--- src/shared/pps_defs.svh ---
// Register offsets, field positions, reset values and behaviour notes for the pulse steering block
// Notes on behaviour
// - A set steering enable drives its pin with the shared PWM, polarity from mode bits 1:0.
// - A clear steering enable hands the pin back to ordinary port use.
// - Steering works only with mode bits 3:2 = 11 and output config = 00.
// - Sync select 0 applies a steering write at once, even mid pulse.
// - Sync select 1 holds a steering write until the next PWM period start.
// - In sleep the period timer stops, PWM state freezes and pins keep their level.
// - Idle and run modes clock the period timer on every clock, alt-clock mode on alt_clk_tick; internal-osc run overrides all three with int_osc_tick.
// - A primary clock fail under monitoring enters internal-osc run and sets the fail flag.
// - Reset makes all pins inputs and all registers take their reset values.
// - Auto-shutdown acts only on steered pins; unsteered pins are untouched.
`ifndef PPS_DEFS_SVH
`define PPS_DEFS_SVH

`define PPS_OFF_STEER      4'h0
`define PPS_OFF_TMR        4'h1
`define PPS_OFF_TCON       4'h2
`define PPS_OFF_PERIOD     4'h3
`define PPS_OFF_DUTY_LO    4'h4
`define PPS_OFF_DUTY_HI    4'h5
`define PPS_OFF_CCPCON     4'h6
`define PPS_OFF_ASD        4'h7
`define PPS_OFF_DBAND      4'h8
`define PPS_OFF_DIR        4'h9
`define PPS_OFF_STATUS     4'ha
`define PPS_OFF_PORT       4'hb

`define PPS_STEER_RST      8'h01
`define PPS_STEER_MASK     8'h1f
`define PPS_BIT_SYNC       4
`define PPS_DIR_RST        4'hf
`define PPS_PERIOD_RST     8'hff
`define PPS_TCON_MASK      8'h7f
`define PPS_BIT_TMR_ON     2
`define PPS_BIT_ASE        7
`define PPS_BIT_OSC_FAIL   0
`define PPS_BIT_INT_RUN    1

`endif

--- src/shared/pps_pkg.sv ---
// Types for the pulse steering block
package pps_pkg;
	typedef enum logic [1:0] {
		PPS_PM_RUN,
		PPS_PM_PRIMARY_IDLE_MODE,
		PPS_PM_ALT_CLK,
		PPS_PM_SLEEP
	} pps_pmode_t;

	typedef enum logic [1:0] {
		PPS_CLK_PRIMARY,
		PPS_CLK_INT_RUN
	} pps_clk_state_t;
endpackage

--- src/logic/pps_steer.sv ---
// Pulse steering top: register file, steering sync, polarity, shutdown and pin control
//
// Added by the designer: the placing of the registers and the address-and-strobe port.
`timescale 1ns/1ps
`include "pps_defs.svh"

module pps_steer (
	input  wire logic            clk,
	input  wire logic            rst,
	input  wire logic [3:0]      addr,
	input  wire logic [7:0]      wdata,
	input  wire logic            wr,
	input  wire logic            rd,
	output logic [7:0]           rdata,
	input  wire pps_pkg::pps_pmode_t pmode,
	input  wire logic            fscm_enable,
	input  wire logic            primary_fail,
	input  wire logic            alt_clk_tick,
	input  wire logic            int_osc_tick,
	input  wire logic            shutdown_in,
	output logic [3:0]           pwm_out,
	output logic [3:0]           pwm_oe_n,
	output logic                 osc_fail_flag,
	output logic                 internal_osc_run_mode
);
	logic [7:0] steer_reg;
	logic [3:0] steer_act_reg;
	logic       pend_reg;
	logic [7:0] tcon_reg;
	logic [7:0] period_reg;
	logic [7:0] duty_lo_reg;
	logic [7:0] duty_hi_reg;
	logic [7:0] ccpcon_reg;
	logic [7:0] asd_reg;
	logic [7:0] dband_reg;
	logic [3:0] dir_reg;
	logic [3:0] port_reg;
	logic       fail_flag_reg;
	logic [7:0] rdata_reg;
	logic [3:0] out_reg;
	logic [3:0] oe_n_reg;
	logic       int_run_reg;

	logic       tick;
	logic       int_run;
	logic       fail_event;
	logic [7:0] count;
	logic       period_start;
	logic       pwm_raw;

	wire sleeping = (pmode == pps_pkg::PPS_PM_SLEEP);
	wire wr_steer = wr && (addr == `PPS_OFF_STEER);
	wire wr_tmr   = wr && (addr == `PPS_OFF_TMR);
	wire wr_tcon  = wr && (addr == `PPS_OFF_TCON);
	wire wr_per   = wr && (addr == `PPS_OFF_PERIOD);
	wire wr_dlo   = wr && (addr == `PPS_OFF_DUTY_LO);
	wire wr_dhi   = wr && (addr == `PPS_OFF_DUTY_HI);
	wire wr_ccp   = wr && (addr == `PPS_OFF_CCPCON);
	wire wr_asd   = wr && (addr == `PPS_OFF_ASD);
	wire wr_dband = wr && (addr == `PPS_OFF_DBAND);
	wire wr_dir   = wr && (addr == `PPS_OFF_DIR);
	wire wr_port  = wr && (addr == `PPS_OFF_PORT);
	wire wr_stat  = wr && (addr == `PPS_OFF_STATUS);

	wire tmr_on   = tcon_reg[`PPS_BIT_TMR_ON];

	wire steer_mode = (ccpcon_reg[3:2] == 2'h3) && (ccpcon_reg[7:6] == 2'h0);

	// Polarity: bit 0 inverts pins 1 and 3, bit 1 inverts pins 0 and 2
	wire [3:0] pol_inv = {ccpcon_reg[0], ccpcon_reg[1], ccpcon_reg[0], ccpcon_reg[1]};

	pps_tick_sel u_tick (
		.clk          (clk),
		.rst          (rst),
		.pmode        (pmode),
		.fscm_enable  (fscm_enable),
		.primary_fail (primary_fail),
		.alt_clk_tick (alt_clk_tick),
		.int_osc_tick (int_osc_tick),
		.tick         (tick),
		.int_run_mode (int_run),
		.fail_event   (fail_event)
	);

	pps_pwm_core u_core (
		.clk          (clk),
		.rst          (rst),
		.tick         (tick),
		.run          (tmr_on),
		.tmr_wr       (wr_tmr),
		.tmr_wdata    (wdata),
		.period       (period_reg),
		.duty         ({duty_lo_reg, ccpcon_reg[5:4]}),
		.count        (count),
		.period_start (period_start),
		.pwm_raw      (pwm_raw)
	);

	wire       commit_now  = wr_steer && !wdata[`PPS_BIT_SYNC];
	wire       commit_sync = pend_reg && period_start;
	wire [3:0] steer_next  = commit_now ? wdata[3:0] : steer_reg[3:0];

	always_ff @(posedge clk or posedge rst) begin
		if (rst) begin
			steer_reg     <= `PPS_STEER_RST;
			steer_act_reg <= 4'(`PPS_STEER_RST);
			pend_reg      <= 1'b0;
		end else begin
			if (wr_steer)
				steer_reg <= wdata & `PPS_STEER_MASK;
			if (commit_now || commit_sync)
				steer_act_reg <= steer_next;
			if (wr_steer)
				pend_reg <= wdata[`PPS_BIT_SYNC];
			else if (commit_sync)
				pend_reg <= 1'b0;
		end
	end

	always_ff @(posedge clk or posedge rst) begin
		if (rst) begin
			tcon_reg    <= 8'h00;
			period_reg  <= `PPS_PERIOD_RST;
			duty_lo_reg <= 8'h00;
			duty_hi_reg <= 8'h00;
			ccpcon_reg  <= 8'h00;
			dband_reg   <= 8'h00;
			dir_reg     <= `PPS_DIR_RST;
			port_reg    <= 4'h0;
		end else begin
			if (wr_tcon)
				tcon_reg <= wdata & `PPS_TCON_MASK;
			if (wr_per)
				period_reg <= wdata;
			if (wr_dlo)
				duty_lo_reg <= wdata;
			if (wr_dhi)
				duty_hi_reg <= wdata;
			if (wr_ccp)
				ccpcon_reg <= wdata;
			if (wr_dband)
				dband_reg <= wdata;
			if (wr_dir)
				dir_reg <= wdata[3:0];
			if (wr_port)
				port_reg <= wdata[3:0];
		end
	end

	// Shutdown flag: hardware set wins over a software clear in the same cycle
	wire asd_set = shutdown_in && steer_mode;
	always_ff @(posedge clk or posedge rst) begin
		if (rst)
			asd_reg <= 8'h00;
		else if (asd_set)
			asd_reg <= wr_asd ? (wdata | 8'h80) : (asd_reg | 8'h80);
		else if (wr_asd)
			asd_reg <= wdata;
	end

	// fail flag, set wins over clear
	always_ff @(posedge clk or posedge rst) begin
		if (rst)
			fail_flag_reg <= 1'b0;
		else if (fail_event)
			fail_flag_reg <= 1'b1;
		else if (wr_stat && !wdata[`PPS_BIT_OSC_FAIL])
			fail_flag_reg <= 1'b0;
	end

	wire shut_active = asd_reg[`PPS_BIT_ASE];

	genvar i;
	wire [3:0] pin_level;
	wire [3:0] pin_pwm;
	generate
		for (i = 0; i < 4; i = i + 1) begin : g_pin
			assign pin_pwm[i] = steer_mode && steer_act_reg[i];
			assign pin_level[i] = pin_pwm[i]
				? (shut_active ? 1'b0 : (pwm_raw ^ pol_inv[i]))
				: port_reg[i];
		end
	endgenerate

	// pin outputs frozen in sleep, int_run_reg still updates; direction bits gate the drivers
	always_ff @(posedge clk or posedge rst) begin
		if (rst) begin
			out_reg     <= 4'h0;
			oe_n_reg    <= 4'hf;
			int_run_reg <= 1'b0;
		end else begin
			int_run_reg <= int_run;
			if (!sleeping) begin
				out_reg  <= pin_level;
				oe_n_reg <= dir_reg;
			end
		end
	end

	wire [7:0] status_word = {6'h00, int_run_reg, fail_flag_reg};
	wire [7:0] rd_mux =
		(addr == `PPS_OFF_STEER)   ? steer_reg :
		(addr == `PPS_OFF_TMR)     ? count :
		(addr == `PPS_OFF_TCON)    ? tcon_reg :
		(addr == `PPS_OFF_PERIOD)  ? period_reg :
		(addr == `PPS_OFF_DUTY_LO) ? duty_lo_reg :
		(addr == `PPS_OFF_DUTY_HI) ? duty_hi_reg :
		(addr == `PPS_OFF_CCPCON)  ? ccpcon_reg :
		(addr == `PPS_OFF_ASD)     ? asd_reg :
		(addr == `PPS_OFF_DBAND)   ? dband_reg :
		(addr == `PPS_OFF_DIR)     ? {4'h0, dir_reg} :
		(addr == `PPS_OFF_STATUS)  ? status_word :
		(addr == `PPS_OFF_PORT)    ? {4'h0, port_reg} : 8'h00;

	always_ff @(posedge clk or posedge rst) begin
		if (rst)
			rdata_reg <= 8'h00;
		else if (rd)
			rdata_reg <= rd_mux;
		else
			rdata_reg <= 8'h00;
	end

	assign rdata                 = rdata_reg;
	assign pwm_out               = out_reg;
	assign pwm_oe_n              = oe_n_reg;
	assign osc_fail_flag         = fail_flag_reg;
	assign internal_osc_run_mode = int_run_reg;
endmodule

--- src/logic/pps_tick_sel.sv ---
// Period timer tick source selection across power modes and clock failure
`timescale 1ns/1ps
`include "pps_defs.svh"

module pps_tick_sel (
	input  wire logic            clk,
	input  wire logic            rst,
	input  wire pps_pkg::pps_pmode_t pmode,
	input  wire logic            fscm_enable,
	input  wire logic            primary_fail,
	input  wire logic            alt_clk_tick,
	input  wire logic            int_osc_tick,
	output logic                 tick,
	output logic                 int_run_mode,
	output logic                 fail_event
);
	pps_pkg::pps_clk_state_t state_reg;
	pps_pkg::pps_clk_state_t state_next;

	wire fail_hit = fscm_enable && primary_fail && (state_reg == pps_pkg::PPS_CLK_PRIMARY);

	always_comb begin
		state_next = state_reg;
		case (state_reg)
			pps_pkg::PPS_CLK_PRIMARY: begin
				if (fail_hit)
					state_next = pps_pkg::PPS_CLK_INT_RUN;
			end
			pps_pkg::PPS_CLK_INT_RUN: begin
				if (!primary_fail)
					state_next = pps_pkg::PPS_CLK_PRIMARY;
			end
			default: state_next = pps_pkg::PPS_CLK_PRIMARY;
		endcase
	end

	always_ff @(posedge clk or posedge rst) begin
		if (rst)
			state_reg <= pps_pkg::PPS_CLK_PRIMARY;
		else
			state_reg <= state_next;
	end

	assign int_run_mode = (state_reg == pps_pkg::PPS_CLK_INT_RUN);
	assign fail_event   = fail_hit;

	always_comb begin
		if (pmode == pps_pkg::PPS_PM_SLEEP)
			tick = 1'b0;
		else if (int_run_mode)
			tick = int_osc_tick;
		else if (pmode == pps_pkg::PPS_PM_ALT_CLK)
			tick = alt_clk_tick;
		else
			tick = 1'b1;
	end
endmodule

--- src/logic/pps_pwm_core.sv ---
// Period timer and duty compare producing the raw PWM waveform
`timescale 1ns/1ps
`include "pps_defs.svh"

module pps_pwm_core (
	input  wire logic        clk,
	input  wire logic        rst,
	input  wire logic        tick,
	input  wire logic        run,
	input  wire logic        tmr_wr,
	input  wire logic [7:0]  tmr_wdata,
	input  wire logic [7:0]  period,
	input  wire logic [9:0]  duty,
	output logic [7:0]       count,
	output logic             period_start,
	output logic             pwm_raw
);
	logic [9:0] fine_reg;
	logic [9:0] duty_reg;
	logic       raw_reg;

	wire at_match  = (fine_reg[9:2] == period) && (fine_reg[1:0] == 2'h3);
	wire step      = tick && run;
	wire [9:0] fine_inc = fine_reg + 10'h001;

	assign count        = fine_reg[9:2];
	assign period_start = step && at_match;
	assign pwm_raw      = raw_reg;

	always_ff @(posedge clk or posedge rst) begin
		if (rst) begin
			fine_reg <= 10'h000;
			duty_reg <= 10'h000;
			raw_reg  <= 1'b0;
		end else if (tmr_wr) begin
			fine_reg <= {tmr_wdata, 2'h0};
		end else if (period_start) begin
			fine_reg <= 10'h000;
			duty_reg <= duty;
			raw_reg  <= (duty != 10'h000);
		end else if (step) begin
			fine_reg <= fine_inc;
			if (fine_inc == duty_reg)
				raw_reg <= 1'b0;
		end
	end
endmodule

--- config.mk ---
export PLATFORM = sky130hd
export DESIGN_NAME = pps_steer
export DESIGN_NICKNAME = d
export VERILOG_FILES = /design/src/shared/pps_pkg.sv /design/src/logic/pps_steer.sv /design/src/logic/pps_tick_sel.sv /design/src/logic/pps_pwm_core.sv
export VERILOG_INCLUDE_DIRS = /design/src /design/src/shared
export SDC_FILE = /design/constraint.sdc
export NUM_CORES = 1
export LEC_CHECK = 0
export BUFFER_PORTS_ARGS = -buffer_cell sky130_fd_sc_hd__buf_2
export CORE_UTILIZATION = 26
export CTS_CLUSTER_DIAMETER = 30
export DETAILED_ROUTE_END_ITERATION = 6
export GPL_ROUTABILITY_DRIVEN = 0
export GPL_TIMING_DRIVEN = 0
export PLACE_DENSITY = 0.41
export SLEW_MARGIN = 20
export SYNTH_ARGS = -nofsm -noshare
export SYNTH_HDL_FRONTEND = slang
export SYNTH_HIERARCHICAL = 1
export SYNTH_SLANG_ARGS = --single-unit
--- constraint.sdc ---
create_clock -name clk -period 3.45 [get_ports clk]
set_input_delay 0.69 -clock clk [delete_from_list [all_inputs] [get_ports clk]]
set_output_delay 0.69 -clock clk [all_outputs]
set_load 0.02 [all_outputs]
Word level (Yosys, flattened, before mapping). Index checks and enable logic that the tools add are counted.

Register bits: 114. Input bits: 23. Output and inout bits: 18.

Add/sub/neg operators: 1. Muxes and demuxes: 39. Equality and inequality tests: 20. Reductions and logical operators: 42. Bitwise operators: 3.

Operators with widths (count): two-way mux 8 bit (12); two-way mux 10 bit (3); logical AND 1 bit (26); == test 4 x 3 -> 1 bit (second input constant) (4); == test 4 bit (second input constant) (4); two-way mux 1 bit (16); two-way mux 4 bit (4); adder 10 x 1 -> 10 bit (second input constant) (1); == test 10 bit (1); nonzero test 10 bit (1); nonzero test 2 bit (5); == test 2 bit (second input constant) (4); == test 4 x 2 -> 1 bit (second input constant) (2); == test 8 bit (1); two-way mux 7 bit (1); == test 4 x 1 -> 1 bit (second input constant) (1); zero test 2 bit (2); zero test 4 bit (1); two-way mux 2 bit (2); != test 2 bit (second input constant) (2); one-hot mux 2 bit (2 select lines) (1); AND reduction 2 bit (2); AND reduction 3 bit (1); nonzero test 3 bit (1); 5 further kinds (7).

Logic depth before layout (Yosys ltp). Gate-level depths: netlist of the first run.

Word-level depth: 14. Mapped depth: 9. Mapped depth without buffers: 9.

Hierarchy. The synthesis of the first run kept the hierarchy.

By module, submodules not included: pps_steer (area an instance 4809.6 µm², cells each 399, times used 1); pps_pwm_core (area an instance 1510.2 µm², cells each 170, times used 1); pps_tick_sel (area an instance 65.1 µm², cells each 8, times used 1).

Worst setup path before layout of the first run. Ideal clock, no wire load.

Path type: in2reg. Start point: input pmode[0]. End point: register u_core.duty_reg[0]. Stages on the path: 7. Library setup time: 0.125 ns. Path slack: 0.932 ns. Arrival time: 2.394 ns. Cell sequence: o21bai_1 a21oi_1 nand3_1 nor4_2 nand3_1 nor2_2 mux2_2.

Longest elaborated chain between the ends: 7. Elaborated cells between the ends (all ways): 8. Classes of those cells: eq/ne (2); mux (3); reduce/logical (3).

RTL lines: start: declaration (line pps_steer.sv:15) `input wire pps_pkg::pps_pmode_t pmode,`; == test 2 bit (line pps_tick_sel.sv:52) `else if (pmode == pps_pkg::PPS_PM_ALT_CLK)`; two-way mux 1 bit (line pps_tick_sel.sv:52); two-way mux 1 bit (line pps_tick_sel.sv:50) `else if (int_run_mode)`; two-way mux 1 bit (*) (line pps_tick_sel.sv:48) `if (pmode == pps_pkg::PPS_PM_SLEEP)`; via tick (line pps_steer.sv:44) `logic tick;`; logical AND 1 bit (*) (line pps_pwm_core.sv:23) `wire step = tick && run;`; logical AND 1 bit (*) (line pps_pwm_core.sv:27) `assign period_start = step && at_match;`; AND reduction 2 bit (no source line) (*); end signal: assignment (line pps_pwm_core.sv:39) `duty_reg <= duty;`; end: declaration (line pps_pwm_core.sv:19) `logic [9:0] duty_reg;`.

The timed path passes the listed nets; every way through them passes the cells marked *. A chain may end at the register's enable or synchronous reset.

Final worst setup path of the first run.
Start point: register u_tick.state_reg[0]. End point: register steer_act_reg[3].

Longest elaborated chain between the ends: 7.

RTL lines: start: declaration (line pps_tick_sel.sv:17) `pps_pkg::pps_clk_state_t state_reg;`; start signal: assignment (line pps_tick_sel.sv:39) `state_reg <= pps_pkg::PPS_CLK_PRIMARY;`; start signal: assignment (line pps_tick_sel.sv:41) `state_reg <= state_next;`; == test 2 x 1 -> 1 bit (line pps_tick_sel.sv:44) `assign int_run_mode = (state_reg == pps_pkg::PPS_CLK_INT_RUN);`; two-way mux 1 bit (line pps_tick_sel.sv:50); two-way mux 1 bit (line pps_tick_sel.sv:48); via tick (line pps_steer.sv:44); logical AND 1 bit (line pps_pwm_core.sv:23); logical AND 1 bit (line pps_pwm_core.sv:27); via period_start (line pps_steer.sv:48) `logic period_start;`; logical AND 1 bit (line pps_steer.sv:100) `wire commit_sync = pend_reg && period_start;`; logical OR 1 bit (line pps_steer.sv:111) `if (commit_now || commit_sync)`; end signal: assignment (line pps_steer.sv:106) `` steer_act_reg <= 4'(`PPS_STEER_RST); ``; end signal: assignment (line pps_steer.sv:112) `steer_act_reg <= steer_next;`; end: declaration (line pps_steer.sv:27) `logic [3:0] steer_act_reg;`.

The timed path passes the listed nets, and every way through them passes these cells.

==> results of run 1 <==
power groups by stage:
stage	clock network [mW]	logic [mW]	registers (mW)
after floorplan	0	0.781	1.83
after global placement	0	1.07	1.89
after detailed placement	0	1.09	1.90
after CTS	1.76	1.09	1.88
after global routing	1.82	1.20	1.92
final	1.72	1.09	1.88
final timing paths:
| check | end | slack [ps] |
|---|---|---|
| min in group clk | internal_osc_run_mode$_DFF_PP0_ | 450 |
| hold reg to reg | internal_osc_run_mode$_DFF_PP0_ | 450 |
| setup / recovery | steer_act_reg[3]$_DFFE_PP0P_ | 590 |
| setup reg to reg | steer_act_reg[3]$_DFFE_PP0P_ | 590 |
| hold / removal | u_tick/state_reg[0]$_DFFE_PP0P_ | 160 |
| max in group asynchronous | u_core/fine_reg[8]$_DFFE_PP0P_ | 2430 |
per-layer routing:
layer,GRT usage,vias up,share of wire
met2,0.262,123,0.47
met5,0,-,0
met1,0.221,2432,0.47
li1,-,2211,-
met3,0.0256,24,0.037
met4,0.0587,0,0.018
worst max-delay path: stages (launching register included):
cell	delay, ps
dfrtp_1	410
nor2b_2	160
a21oi_1	280
nand3_1	200
nor4_2	460
nand3_1	440
inv_1	300
nand2_1	200
mux2i_1	190
o21ai_0	90
logic make-up (layout without fill, tap and decap cells):
family | after synthesis | count (layout) | share of synthesized area
adders and majority gates | 1 | 1 | 0.00196
AOI/OAI and AO/OA | 120 | 120 | 0.130
and+or+nand+nor | 163 | 163 | 0.162
xor gates and xnor gates | 20 | 20 | 0.0274
DFF | 113 | 113 | 0.446
muxes | 101 | 101 | 0.174
buffers and inverters | 59 | 129 | 0.0580
area by class of cell:
type | instances | area (um2) | share of cell area
Inverter | 15 | 61.3 | 0.00810
Clock buffer | 25 | 485 | 0.0642
Multi-Input combinational cell | 405 | 3160 | 0.418
Tap cell | 319 | 399 | 0.0528
Timing Repair Buffer | 38 | 205 | 0.0271
Sequential cell | 113 | 2850 | 0.377
Clock inverter | 7 | 85.1 | 0.0112
Buffer | 44 | 314 | 0.0415
through the flow:
step	setup TNS, ps	util
4_1_cts	0	0.318
3_5_place_dp	0	0.294
5_1_grt	0	0.318
2_1_floorplan	0	-
3_3_place_gp	-60580	0.293
6_report	0	0.318
placed cells by master, fill, tap and decap left out, drive strengths merged, types with 3 or more instances in the layout:
cell type  instances
nor2b             10
a21oi             26
mux2              79
a211oi             4
nand3             12
nor3              11
clkinv             5
nor3b              4
dfrtp             95
inv               15
or4                4
a31oi              4
o21a               5
a22oi              6
o21bai             4
nand2             44
nand3b             3
o22ai              5
o31ai              3
a311oi             3
a221oi             5
mux2i             22
a2bb2oi            6
and4               3
nand2b            15
a32oi              3
xor2              10
clkbuf            38
nor2              29
o21ai             29
and3               8
buf               69
dfstp             18
xnor2             10
nor4               4
==> impl_results.md, run 1 <==
- Outcome: finished, final reports clean
- CP startpoint: u_tick/state_reg[0]$_DFFE_PP0P_
- Initial antenna violation count: 0
- Post-route total power: 4.68 mW
- Post-synth EDFFs: 0
- Filler Cells Inserted: 2,450
- Die Y: 159 um
- Worst slew pin tran: 851 ps
- Synth top area cells: dfrtp_1 37%, mux2_2 14%, dfstp_2 7.4%
- Final slew viol count: 0
- Placed Cells: 934
- Sink Count: 113
- Critical path class: flip-flop to flip-flop
- Final Skew: 7.22 ps
- Clk root buf: clkbuf_16
- Clock tree buffer depth: 2
- Postcts setup bufs: 0
- Cell Area, Synth: 6380 um2
- Leak Pwr: 3.26 nW
- Nets: 658
- Syn_nets: 601
- Clk network pwr share: 0.367
- Residual DRC count: 0
- Final Hold Slack: 163 ps
- Width of the die: 159 um
- Vias in the first global route: 5,054
- Mapped Avg Cell Area: 11.1 um2
- Crit-path max FO: 10
- Final setup violating endpoints: 0
- Initial DRC Count: 293
- Most common cell in the netlist: dfrtp_1
- Async S/R FF share, synth: 1.00
- Critical Path Sink Type: flip-flop
- Layout area overhead: 18.5%
- Combinational power share: 0.232
- Final hold vios: 0
- Wirelength per Cell: 20.2 um
- Post-synthesis cell count: 577
- Share of layout cells above drive strength 1: 0.348
- First-pass GRT wire length: 31.1 mm
- CTS tree: yes
- Area after DPL: 6990 um2
- Number of synthesized register bits: 113
- Drt total wl: 19.5 mm
- Starting density of the core: 0.269
- Clock Pin Slew Worst Setup and Hold Paths: 50 ps
- Num CTS Buffers: 17
- GRT Overall Usage: 0.163
- Sw frac: 0.306
- ANT cells: 0
- Switch Pwr: 1.43 mW
- Worst EP arrival: 3150 ps
- Reg2reg start: u_tick/state_reg[0]$_DFFE_PP0P_
- HP Class: primary input to async pin
- Commonest cells in the synthesized netlist: 95 x dfrtp_1, 78 x mux2_2, 43 x nand2_1, 28 x o21ai_0, 26 x a21oi_1
- Skew-Pair Late Insertion Delay: 410 ps
- Port buffer count: 37
- Final non-filler cell area: 7560 um2
- Fin cells: 966
- Power Internal: 3.25 mW
- Yosys warnings: 6
- Post-DP HPWL: 14.6 mm
- Die area: 25,200 um2
- Final period utilization: 0.828
- # IOs: 41
- Seq/Total Area, Yosys: 0.446
- Row cnt: 56
- Synth cell types: 82
- Setup slack after layout: 595 ps
- PwrDens: 619 nW/um2
- Total grt overflow: 0
- Max Cap Violations: 0
- Vias: 4,790
- Register share of total power: 0.401
- Leading area contributor after synthesis: dfrtp_1
- Yosys top cell area share: 0.372
- Detail Route Antenna Nets: 0
- Pin count of the biggest net entering global routing: 54
- CTS H-tree depth: 4
- Cts repair resizes: 0
- Worst Reg-to-Reg Cells: 9
- Fmax: 0.350 GHz
- Total core area: 23,800 um2
- # hold bufs at CTS: 0
- Crit start category: flip-flop
- Vias/cell: 4.96
- Synth Flop Type: dfrtp_1
- Worst path required time: 3740 ps
- Max_slew headroom: 0.430
- First-pass iteration count of the detailed router: 5
- RSZ-0062 raised after global routing: no
- Final min period: 2860 ps
- Pre-CTS setup slack: 152 ps
- IR drop worst, VDD: 0.304 mV
(Power assumes the default switching activity.)
==> run 2, diff against run 1 <==
--- a/config.mk
+++ b/config.mk
@@ -6,6 +6,7 @@
 export SDC_FILE = /design/constraint.sdc
 export NUM_CORES = 1
 export LEC_CHECK = 0
+export ABC_AREA = 1
 export BUFFER_PORTS_ARGS = -buffer_cell sky130_fd_sc_hd__buf_2
 export CORE_UTILIZATION = 26
 export CTS_CLUSTER_DIAMETER = 30
==> constraint.sdc (replaced) <==
create_clock -name clk -period 2.9 [get_ports clk]
set_input_delay 0.58 -clock clk [delete_from_list [all_inputs] [get_ports clk]]
set_output_delay 0.58 -clock clk [all_outputs]
set_load 0.02 [all_outputs]
==> impl_results.md, run 2 <==
- Final core occ: 0.324
- ANT cells: 0
- Leak Pwr: 3.30 nW
- CP peak stage delay: 520 ps
- Outcome: finished, final reports clean
- Postcts setup bufs: 0
- Crit path cell chain: buf_2 > nor2_2 > inv_2 > nor2_1 > inv_1 > nor2_1 > buf_2 > nor2_1 > inv_1 > nand3_1 > o211ai_1
- GRT Overall Usage: 0.171
- PwrDens: 787 nW/um2
- Final non-filler cell area: 6910 um2
- Vias: 4,863
- Post-synth EDFFs: 0
- Cts repair resizes: 0
- RSZ-0062 raised after global routing: no
- Post-DP HPWL: 13.4 mm
- Crit path buffers/inverters: 5
- Commonest cells in the synthesized netlist: 228 x nand2_1, 95 x dfrtp_1, 60 x inv_1, 59 x o21ai_0, 53 x nand3_1
- Slowest CP cell: nor2_1
- HP Class: primary input to async pin
- Highest-count cells in the layout ignoring fill and taps: 228 x nand2_1, 95 x dfrtp_1, 59 x inv_1, 59 x o21ai_0, 53 x nand3_1
- Mapped Avg Cell Area: 7.96 um2
- Skew-Pair Late Insertion Delay: 420 ps
- Max_slew headroom: 0.420
- Share of layout cells above drive strength 1: 0.196
- CTS H-tree depth: 4
- Row cnt: 53
- Residual DRC count: 0
- Critical Path Sink Type: flip-flop
- Final slew viol count: 0
- Max Cap Violations: 0
- Starting density of the core: 0.268
- Area after DPL: 6320 um2
- Vias/cell: 4.56
- First-pass GRT wire length: 28.3 mm
- Final min period: 2630 ps
- Final period utilization: 0.908
- CTS tree: yes
- Leading area contributor after synthesis: dfrtp_1
- Number of synthesized register bits: 113
- Final Hold Slack: 46.6 ps
- Vias in the first global route: 4,920
- Width of the die: 150 um
- Clock tree buffer depth: 2
- Most common cell in the netlist: nand2_1
- Critical path class: primary input to flip-flop
- Final setup violating endpoints: 0
- Total grt overflow: 0
- Wirelength per Cell: 16.6 um
- Post-synthesis cell count: 716
- Final hold vios: 0
- Async S/R FF share, synth: 1.00
- Worst path required time: 3240 ps
- Crit start category: primary input
- Filler Cells Inserted: 2,265
- Yosys top cell area share: 0.417
- # IOs: 41
- Num CTS Buffers: 17
- Sink Count: 113
- Port buffer count: 40
- Initial antenna violation count: 0
- Drt total wl: 17.7 mm
- Seq/Total Area, Yosys: 0.500
- Cell Area, Synth: 5700 um2
- Total core area: 21,300 um2
- Fmax: 0.380 GHz
- Nets: 802
- Worst EP arrival: 2970 ps
- Clock Pin Slew Worst Setup and Hold Paths: 60 ps
- Layout area overhead: 21.1%
- First-pass iteration count of the detailed router: 5
- Top cell by count, worst path: nor2_1
- Final setup TNS: 0 ps
- Die Y: 150 um
- Synth Flop Type: dfrtp_1
- Initial DRC Count: 270
- Die area: 22,500 um2
- # hold bufs at CTS: 0
- Crit-path max FO: 10
- Detail Route Antenna Nets: 0
- Syn_nets: 740
- Synth cell types: 37
- IR drop worst, VDD: 0.336 mV
- Worst slew pin tran: 868 ps
- Synth top area cells: dfrtp_1 42%, nand2_1 15%, dfstp_2 8.3%
- Commonest non-fill, non-tap cell in the layout: nand2_1
- Yosys warnings: 6
- Clk root buf: clkbuf_16
- Pin count of the biggest net entering global routing: 28
- Final Skew: 15.1 ps
- CP top delay family: simple AND/OR/NAND/NOR gates
[run 2: cell types whose count changed in the layout (fill, tap and decap cells not counted), moves of 9 or more]
| cell | previous run | this run |
|---|---|---|
| buf_2 | 41 | 50 |
| mux2_2 | 78 | 3 |
| mux2i_1 | 22 | 0 |
| xnor2_1 | 10 | 1 |
| o21ai_0 | 28 | 59 |
| inv_1 | 14 | 59 |
| clkbuf_1 | 17 | 4 |
| nand3_1 | 8 | 53 |
| inv_2 | 0 | 10 |
| nand2_1 | 43 | 228 |
| nand2b_1 | 13 | 0 |
| nor2_1 | 20 | 37 |
| o21ai_1 | 1 | 28 |
[run 2: routing by layer]
layer,track usage,vias up,part of all wire
li1,-,2457,-
met1,0.230,2314,0.49
met5,0,-,0
met4,0.0409,0,0.012
met3,0.0409,14,0.030
met2,0.275,78,0.47
[run 2: layout make-up]
type	count	area, um2	share of cell area
clock inverter	14	160	0.0232
sequential	113	2850	0.413
timing repair buffer	43	268	0.0388
inverter	71	270	0.0391
tap	275	344	0.0498
multi-input combinational	508	2430	0.352
clock buffer	18	429	0.0621
buffer	24	151	0.0219
[run 2: through the flow]
stage	total power, mW	std cells	setup WS [ps]
floorplan	2.98	716	796
global placement	3.35	1031	-86.3
detailed placement	3.39	1034	-120
CTS	5.51	1066	304
global route	5.77	1066	93.3
finish	5.43	1066	267
[run 2: kinds of logic after synthesis]
| logic type | Yosys count | synth area share |
|---|---|---|
| buffers and inverters | 95 | 0.0733 |
| XOR/XNOR | 8 | 0.0123 |
| AO/OA/AOI/OAI | 131 | 0.124 |
| AND/OR/NAND/NOR | 365 | 0.282 |
| adder cells (fa/ha/maj) | 1 | 0.00219 |
| flip-flops | 113 | 0.500 |
| multiplexers | 3 | 0.00593 |
[run 2: power by group]
| group | total, mW | switching [mW] | internal [mW] |
|---|---|---|---|
| clock | 2.08 | 0.802 | 1.27 |
| combinational | 1.09 | 0.644 | 0.450 |
| sequential | 2.26 | 0.326 | 1.93 |
[run 2: worst paths after layout]
| check | start | to | slack [ps] | depth (start not counted) |
|---|---|---|---|---|
| max | addr[3] | u_core/fine_reg[9]$_DFFE_PP0P_ | 270 | 11 |
| min | rst | u_tick/state_reg[0]$_DFFE_PP0P_ | 50 | 2 |
| max reg2reg | u_tick/state_reg[0]$_DFFE_PP0P_ | steer_act_reg[3]$_DFFE_PP0P_ | 450 | 17 |
| min reg2reg | u_tick/state_reg[0]$_DFFE_PP0P_ | internal_osc_run_mode$_DFF_PP0_ | 450 | 0 |
| max in group asynchronous | rst | period_reg[4]$_DFFE_PP1P_ | 1940 | 4 |
| min in group clk | shutdown_in | asd_reg[7]$_DFFE_PP0P_ | 390 | 3 |
